--- config.mk ---
export PLATFORM = sky130hd
export DESIGN_NAME = pkg_port_top
export DESIGN_NICKNAME = d
export VERILOG_FILES = /design/src/rtl/pkg_pkg.sv /design/src/rtl/pkg_edge_flags.sv /design/src/rtl/pkg_port_top.sv
export SDC_FILE = /design/constraint.sdc
export NUM_CORES = 1
export LEC_CHECK = 0
export ABC_AREA = 1
export BUFFER_PORTS_ARGS = -buffer_cell sky130_fd_sc_hd__buf_2
export CAP_MARGIN = 30
export CORE_AREA = 5 5 131 71
export CTS_CLUSTER_DIAMETER = 120
export DETAILED_ROUTE_END_ITERATION = 7
export DIE_AREA = 0 0 136 76
export PLACE_DENSITY = 0.9
export RECOVER_POWER = 100
export REMOVE_ABC_BUFFERS = 1
export SYNTH_ARGS = -nofsm -noshare
export SYNTH_HDL_FRONTEND = slang
export SYNTH_HIERARCHICAL = 1
export SYNTH_SLANG_ARGS = --single-unit
export TNS_END_PERCENT = 50
--- constraint.sdc ---
create_clock -name clk -period 2.6 [get_ports clk]
set_input_delay 0.39 -clock clk [delete_from_list [all_inputs] [get_ports clk]]
set_output_delay 0.39 -clock clk [all_outputs]
set_load 0.005 [all_outputs]
--- src/rtl/pkg_pkg.sv ---
// Package of constants and types for the port line block with keyboard interrupts.
package pkg_pkg;
  localparam int PKG_LINES = 8;
  localparam logic [7:0] PKG_OFS_DATA = 8'h00;
  localparam logic [7:0] PKG_OFS_DIR = 8'h04;
  localparam logic [7:0] PKG_OFS_CFG = 8'h20;
  localparam logic [7:0] PKG_OFS_STAT = 8'h24;
  localparam logic [7:0] PKG_DIR_RST = 8'h00;
  localparam logic [7:0] PKG_CFG_RST = 8'h00;
  localparam logic [7:0] PKG_STAT_RST = 8'h00;
  localparam logic [1:0] PKG_RESP_OKAY = 2'h0;
  localparam logic [1:0] PKG_RESP_SLVERR = 2'h2;

  typedef struct packed {
    logic high_ref_route_en;
    logic upper_pullup_off;
    logic upper_edge_select;
    logic upper_irq_en;
    logic lower_pullup_off;
    logic lower_edge_select;
    logic lower_irq_en;
    logic low_ref_route_en;
  } pkg_cfg_t;

  typedef struct packed {
    logic [7:0] out;
    logic [7:0] oe;
    logic [7:0] pullup_en;
  } pkg_pins_t;

  typedef struct packed {
    logic converter_high_ref;
    logic converter_low_ref;
  } pkg_ref_t;
endpackage : pkg_pkg

--- src/rtl/pkg_edge_flags.sv ---
// Synchroniser, edge detector and sticky interrupt flags for the port lines.
`timescale 1ns/1ps
module pkg_edge_flags #(
  parameter int LINES = 8
) (
  input wire logic clk,
  input wire logic rstn,
  input wire logic [LINES-1:0] pin_in,
  input wire logic [LINES-1:0] edge_rise,
  input wire logic [LINES-1:0] line_en,
  input wire logic [LINES-1:0] clear_mask,
  output logic [LINES-1:0] pin_sync,
  output logic [LINES-1:0] flags
);
  import pkg_pkg::*;
  logic [LINES-1:0] meta_q, meta_d, sync_q, sync_d, prev_q, prev_d, flag_q, flag_d;
  logic [LINES-1:0] hit;

  always_comb begin
    meta_d = pin_in;
    sync_d = meta_q;
    prev_d = sync_q;
    for (int i = 0; i < LINES; i++) begin
      hit[i] = line_en[i] && (edge_rise[i] ? (sync_q[i] && !prev_q[i]) : (!sync_q[i] && prev_q[i]));
      flag_d[i] = hit[i] | (flag_q[i] & ~clear_mask[i]);
    end
  end

  always_ff @(posedge clk) begin
    meta_q <= meta_d;
    sync_q <= sync_d;
    if (!rstn) begin
      prev_q <= '0;
      flag_q <= LINES'(PKG_STAT_RST);
    end else begin
      prev_q <= prev_d;
      flag_q <= flag_d;
    end
  end

  assign pin_sync = sync_q;
  assign flags = flag_q;
endmodule : pkg_edge_flags

--- src/rtl/pkg_port_top.sv ---
// Eight-line port with direction, latches, pull-ups, reference routing and keyboard flags over AXI4-Lite.
//
// Decided for this implementation: the AXI4-Lite interface to the registers.
`timescale 1ns/1ps
module pkg_port_top (
  input wire logic clk,
  input wire logic rstn,
  input wire logic [7:0] s_axi_awaddr,
  input wire logic s_axi_awvalid,
  output logic s_axi_awready,
  input wire logic [31:0] s_axi_wdata,
  input wire logic [3:0] s_axi_wstrb,
  input wire logic s_axi_wvalid,
  output logic s_axi_wready,
  output logic [1:0] s_axi_bresp,
  output logic s_axi_bvalid,
  input wire logic s_axi_bready,
  input wire logic [7:0] s_axi_araddr,
  input wire logic s_axi_arvalid,
  output logic s_axi_arready,
  output logic [31:0] s_axi_rdata,
  output logic [1:0] s_axi_rresp,
  output logic s_axi_rvalid,
  input wire logic s_axi_rready,
  input wire logic [7:0] port_lines_in,
  output pkg_pkg::pkg_pins_t port_lines,
  input wire logic cpu_irq_mask,
  output logic kbd_irq_raw,
  output logic kbd_irq_req,
  input wire logic converter_high_in,
  input wire logic converter_low_in,
  output pkg_pkg::pkg_ref_t converter_refs,
  output logic high_ref_route_en,
  output logic low_ref_route_en
);
  import pkg_pkg::*;

  logic [7:0] data_q, data_d, dir_q, dir_d;
  pkg_cfg_t cfg_q, cfg_d;
  logic [7:0] aw_q, aw_d, wd_q, wd_d;
  logic aw_have_q, aw_have_d, w_have_q, w_have_d, we_q, we_d;
  logic bvalid_q, bvalid_d, rvalid_q, rvalid_d;
  logic [1:0] bresp_q, bresp_d, rresp_q, rresp_d;
  logic [31:0] rdata_q, rdata_d;
  logic [7:0] clear_mask, pin_sync, flags, edge_rise, line_en;
  logic wr_go, rd_go;

  function automatic logic known_ofs(input logic [7:0] a);
    return (a == PKG_OFS_DATA) || (a == PKG_OFS_DIR) || (a == PKG_OFS_CFG) || (a == PKG_OFS_STAT);
  endfunction : known_ofs

  assign s_axi_awready = !aw_have_q && !bvalid_q;
  assign s_axi_wready = !w_have_q && !bvalid_q;
  assign s_axi_arready = !rvalid_q;
  assign wr_go = aw_have_q && w_have_q && !bvalid_q;
  assign rd_go = s_axi_arvalid && s_axi_arready;

  always_comb begin
    aw_d = aw_q;
    wd_d = wd_q;
    we_d = we_q;
    aw_have_d = aw_have_q;
    w_have_d = w_have_q;
    bvalid_d = bvalid_q;
    bresp_d = bresp_q;
    data_d = data_q;
    dir_d = dir_q;
    cfg_d = cfg_q;
    clear_mask = '0;
    if (s_axi_awvalid && s_axi_awready) begin
      aw_d = s_axi_awaddr;
      aw_have_d = 1'b1;
    end
    if (s_axi_wvalid && s_axi_wready) begin
      wd_d = s_axi_wdata[7:0];
      we_d = s_axi_wstrb[0];
      w_have_d = 1'b1;
    end
    if (wr_go) begin
      aw_have_d = 1'b0;
      w_have_d = 1'b0;
      bvalid_d = 1'b1;
      bresp_d = known_ofs(aw_q) ? PKG_RESP_OKAY : PKG_RESP_SLVERR;
      if (we_q) begin
        unique case (aw_q)
          PKG_OFS_DATA: data_d = wd_q;
          PKG_OFS_DIR: dir_d = wd_q;
          PKG_OFS_CFG: cfg_d = pkg_cfg_t'(wd_q);
          PKG_OFS_STAT: clear_mask = wd_q;
          default: ;
        endcase
      end
    end
    if (bvalid_q && s_axi_bready) begin
      bvalid_d = 1'b0;
    end
  end

  always_comb begin
    rvalid_d = rvalid_q;
    rdata_d = rdata_q;
    rresp_d = rresp_q;
    if (rd_go) begin
      rvalid_d = 1'b1;
      rresp_d = known_ofs(s_axi_araddr) ? PKG_RESP_OKAY : PKG_RESP_SLVERR;
      unique case (s_axi_araddr)
        PKG_OFS_DATA: rdata_d = {24'h000000, (dir_q & data_q) | (~dir_q & pin_sync)};
        PKG_OFS_DIR: rdata_d = {24'h000000, dir_q};
        PKG_OFS_CFG: rdata_d = {24'h000000, cfg_q};
        PKG_OFS_STAT: rdata_d = {24'h000000, flags};
        default: rdata_d = 32'h00000000;
      endcase
    end else if (rvalid_q && s_axi_rready) begin
      rvalid_d = 1'b0;
    end
  end

  always_ff @(posedge clk) begin
    data_q <= data_d;
    aw_q <= aw_d;
    wd_q <= wd_d;
    we_q <= we_d;
    rdata_q <= rdata_d;
    bresp_q <= bresp_d;
    rresp_q <= rresp_d;
    if (!rstn) begin
      dir_q <= PKG_DIR_RST;
      cfg_q <= pkg_cfg_t'(PKG_CFG_RST);
      aw_have_q <= 1'b0;
      w_have_q <= 1'b0;
      bvalid_q <= 1'b0;
      rvalid_q <= 1'b0;
    end else begin
      dir_q <= dir_d;
      cfg_q <= cfg_d;
      aw_have_q <= aw_have_d;
      w_have_q <= w_have_d;
      bvalid_q <= bvalid_d;
      rvalid_q <= rvalid_d;
    end
  end

  assign s_axi_bvalid = bvalid_q;
  assign s_axi_bresp = bresp_q;
  assign s_axi_rvalid = rvalid_q;
  assign s_axi_rdata = rdata_q;
  assign s_axi_rresp = rresp_q;

  assign edge_rise = {{4{cfg_q.upper_edge_select}}, {4{cfg_q.lower_edge_select}}};
  assign line_en = {{4{cfg_q.upper_irq_en}}, {4{cfg_q.lower_irq_en}}};

  pkg_edge_flags #(
    .LINES(PKG_LINES)
  ) u_flags (
    .clk(clk),
    .rstn(rstn),
    .pin_in(port_lines_in),
    .edge_rise(edge_rise),
    .line_en(line_en),
    .clear_mask(clear_mask),
    .pin_sync(pin_sync),
    .flags(flags)
  );

  assign port_lines.out = data_q;
  assign port_lines.oe = dir_q;
  assign port_lines.pullup_en = ~dir_q & {{4{~cfg_q.upper_pullup_off}}, {4{~cfg_q.lower_pullup_off}}};
  assign kbd_irq_raw = |flags;
  assign kbd_irq_req = kbd_irq_raw && !cpu_irq_mask;
  assign high_ref_route_en = cfg_q.high_ref_route_en;
  assign low_ref_route_en = cfg_q.low_ref_route_en;
  // The internal supply is a constant one and internal ground a constant zero on the reference paths.
  assign converter_refs.converter_high_ref = cfg_q.high_ref_route_en ? converter_high_in : 1'b1;
  assign converter_refs.converter_low_ref = cfg_q.low_ref_route_en ? converter_low_in : 1'b0;
endmodule : pkg_port_top

==> results.rst <==
.. list-table::
   :header-rows: 1

   * - Metric
     - Value
   * - Horizontal extent of the die
     - 136 microns
   * - Crit Reg-Reg Endpoint
     - dir_q[0]
   * - First-pass GRT wire length
     - 14600 microns
   * - # clock sinks
     - 87
   * - Post-Syn Instances
     - 462
   * - Number of levels in the clock H-tree
     - 3
   * - GRT Util Overall
     - 18.3%
   * - Final Cycle Share
     - 74.9%
   * - Count of state elements after synthesis
     - 87
   * - Fraction of registers with async set/reset
     - 0%
   * - Result of the run
     - finished, final reports clean
   * - Worst reg2reg path depth
     - 6
   * - Cell at the root of the clock tree
     - clkbuf_16
   * - Initial cell density of the core
     - 46.6%
   * - Netlist Area Pre-Place
     - 3820 sq um
   * - Post-route DRC violation count
     - 0
   * - Cells resized by post-CTS repair
     - 0
   * - Via density per instance
     - 4.65
   * - List of most frequent post-synthesis cells
     - 125 x nand2_1, 68 x inv_1, 66 x nor2_1
   * - CTS clock-pin slew for the worst setup and hold paths
     - 0.06 ns
   * - Static Leakage
     - 2.10 nW
   * - Total routed wirelength
     - 9270 microns
   * - Clock buffers created by TritonCTS
     - 9
   * - Final net count
     - 625
   * - Area of combinational cells with multiple inputs
     - 1240 sq um
   * - Worst hold slack
     - 0.150 ns
   * - Instance count along the most critical hold path
     - 1
   * - Number of failing hold endpoints at the final stage
     - 0
   * - Total global routing overflow
     - 0
   * - Number of core rows
     - 24
   * - Worst-path cell chain
     - nand3_1, nor2_1, nand2_4, nand2_1, nand2_1, nor2_1
   * - Number of buffers inserted by hold repair at cts
     - 0
   * - CP max FO
     - 16
   * - Total iterations of the first detailed-routing run
     - 8
   * - Sequential share of the synthesized area
     - 54.8%
   * - Final Critical Period
     - 1.95 ns
   * - Port Buffers
     - 87
   * - Maximum single-stage delay on the critical path
     - 0.73 ns
   * - Met1 routing resource usage after global routing
     - 22.4%
   * - Element type at the critical path start
     - flop
   * - Vias post-DR
     - 3148
   * - Most frequent cell after synthesis
     - nand2_1
   * - Hold path startpoint
     - port_lines_in[4]
   * - Kind of critical path
     - reg2reg
   * - Worst setup skew after layout
     - 0.00815 ns
   * - Die footprint
     - 10300 sq um
   * - Post-synth top area share
     - 27.5%
   * - M2 GR Usage
     - 28.4%
   * - Number of setup buffers added after CTS
     - 0
   * - First DRT Iteration DRCs
     - 280
   * - Worst EP required
     - 2.87 ns
   * - Slowest cell on crit path
     - nor2_1
   * - Maximum buffer depth of the clock tree
     - 2
   * - Power Dens Cells
     - 637 nW/um^2
   * - Worst rel slew slack
     - 14.9%
   * - Unrepaired setup endpoints after global routing
     - false
   * - Antenna violations before repair
     - 0
   * - Buf+Inv Stages, Crit Path
     - 0
   * - Number of setup violations in the final report
     - 0
   * - Register-to-register setup slack
     - 0.65 ns
   * - Skew-Pair Late Insertion Delay
     - 0.34 ns
   * - Largest net degree at the start of global routing
     - 28
   * - Dominant cell type by area after synthesis
     - edfxtp_1
   * - Final weighted congestion of routability-driven global placement
     - 0.879
   * - Core Box Area
     - 8200 sq um
   * - Area added between synthesis and finish
     - 16.4%
   * - Maxcap violations
     - 0
   * - Sequential cell area in the final layout
     - 2090 sq um
   * - Total Neg Setup Slack
     - 0 ns
   * - Endpoint type of the worst setup path
     - flop
   * - Die extent in y
     - 76 microns
   * - Critical path data arrival time
     - 2.22 ns
   * - Average wire length per cell after detail routing
     - 13.7 microns
   * - Startpoint of the most critical register-to-register path
     - w_have_q
   * - Measured slew at the worst slew-check pin
     - 1.28 ns
   * - Fill cell count
     - 735
   * - Most congested layer reported by global routing
     - met2
   * - Pins over their slew limit
     - 0
   * - Maximum achievable frequency
     - 514 MHz
   * - Final antenna-violating net count
     - 0
   * - Fraction of final layout cells with drive strength greater than 1
     - 16.1%
   * - Via count of the first global-routing pass
     - 3011
   * - Synthesis warning total
     - 6
   * - Post-Synthesis Mean Instance Area
     - 8.26 sq um
   * - Ranking of synthesized cells by area
     - edfxtp_1 28%, dfxtp_1 27%, nand2_1 12%
   * - Endpoint, Worst Hold
     - u_flags/meta_q[4]
   * - Commonest register cell after synthesis
     - dfxtp_1
   * - VDD IR-drop max
     - 0.000289 V
   * - Number of enable-type register cells in the synthesized netlist
     - 35
   * - CP delay by family, top
     - simple AND/OR/NAND/NOR gates
   * - TritonCTS clock tree
     - done
   * - Min-Delay Path Class
     - in2reg
   * - Library cells used by synthesis
     - 23
   * - Total half-perimeter wirelength after legalization and detailed placement
     - 6820 microns
   * - Met3 layer usage reported by global route
     - 7.12%
   * - I/O pin total
     - 141
   * - Number of diodes
     - 0
## per-stage QoR
stage | power, W | util, % | setup slack [ns] | std cells | instance area, sq um
after CTS | 0.00287 | 55.2 | 0.734 | 677 | 4530
after detailed placement | 0.00170 | 51.9 | 0.869 | 661 | 4260
after global routing | 0.00295 | 54.2 | 0.424 | 677 | 4440
final | 0.00283 | 54.2 | 0.653 | 677 | 4440
after global placement | 0.00169 | 51.9 | 0.949 | 661 | 4260
after floorplan | 0.00162 | - | 0.711 | 454 | 3640
## cell type report
| type | count | area share, % |
|---|---|---|
| inverter | 72 | 6.08 |
| tap | 117 | 3.30 |
| clock buffer | 13 | 5.63 |
| sequential | 87 | 47.1 |
| clock inverter | 3 | 0.451 |
| timing repair buffer | 90 | 9.49 |
| multi-input combinational | 295 | 27.9 |
## flip-flops by register name, indices dropped and copies added, names as in the netlist
signal             cells
s_axi_rresp            1
wd_q                   8
aw_have_q              1
s_axi_bvalid           1
cfg_q                  6
u_flags/flags          8
we_q                   1
data_q                 8
dir_q                  8
s_axi_bresp            1
w_have_q               1
low_ref_route_en       1
u_flags/meta_q         8
aw_q                   8
s_axi_rdata            8
u_flags/prev_q         8
high_ref_route_en      1
s_axi_rvalid           1
u_flags/pin_sync       8
## cells by family (layout without fill, tap and decap cells)
family                 count (synthesis)  in the layout  synth area share [%]
buffers and inverters                105            178                  14.0
other                                  1             26                0.0983
DFF                                   87             87                  54.8
and+or+nand+nor                      259            259                  29.7
AOI/OAI and AO/OA                     10             10                  1.38
## layer usage
layer / share of wire (%) / routed length (microns)
met1: 43 / 3950
met2: 45 / 4190
met5: 0 / 0
met3: 10 / 948
met4: 2.0 / 189
## power breakdown
part	total [W]	switching [W]	leakage, nW	internal [W]
combinational	0.000151	0.0000980	1.20	0.0000531
sequential	0.00151	0.0000357	0.759	0.00148
clock	0.00117	0.000492	0.134	0.000674
total	0.00283	0.000626	2.10	0.00221
## cells in the final DEF (no fill, tap or decap), drive strengths merged
| cell type | instances |
|---|---|
| dfxtp | 52 |
| or2 | 1 |
| o21a | 1 |
| clkbuf | 39 |
| edfxtp | 35 |
| clkinv | 4 |
| nand4 | 10 |
| nor4 | 3 |
| nor2 | 73 |
| nand2 | 131 |
| nand3 | 37 |
| buf | 64 |
| inv | 71 |
| a21oi | 9 |
| nor3b | 2 |
| nor3 | 2 |
| conb | 26 |
## worst max path at each step
stage	startpoint	endpoint	slack, ns	cells past startpoint
2_1_floorplan	aw_q[1]	data_q[0]	0.71	3
3_3_place_gp	s_axi_araddr[1]	s_axi_rdata[2]	0.95	6
3_5_place_dp	s_axi_araddr[7]	s_axi_rdata[2]	0.87	6
4_1_cts	u_flags/flags[0]	kbd_irq_req	0.73	3
5_1_grt	s_axi_bvalid	dir_q[3]	0.42	7
6_report	w_have_q	dir_q[0]	0.65	6
No activity file was read; power rests on OpenSTA's default activity.
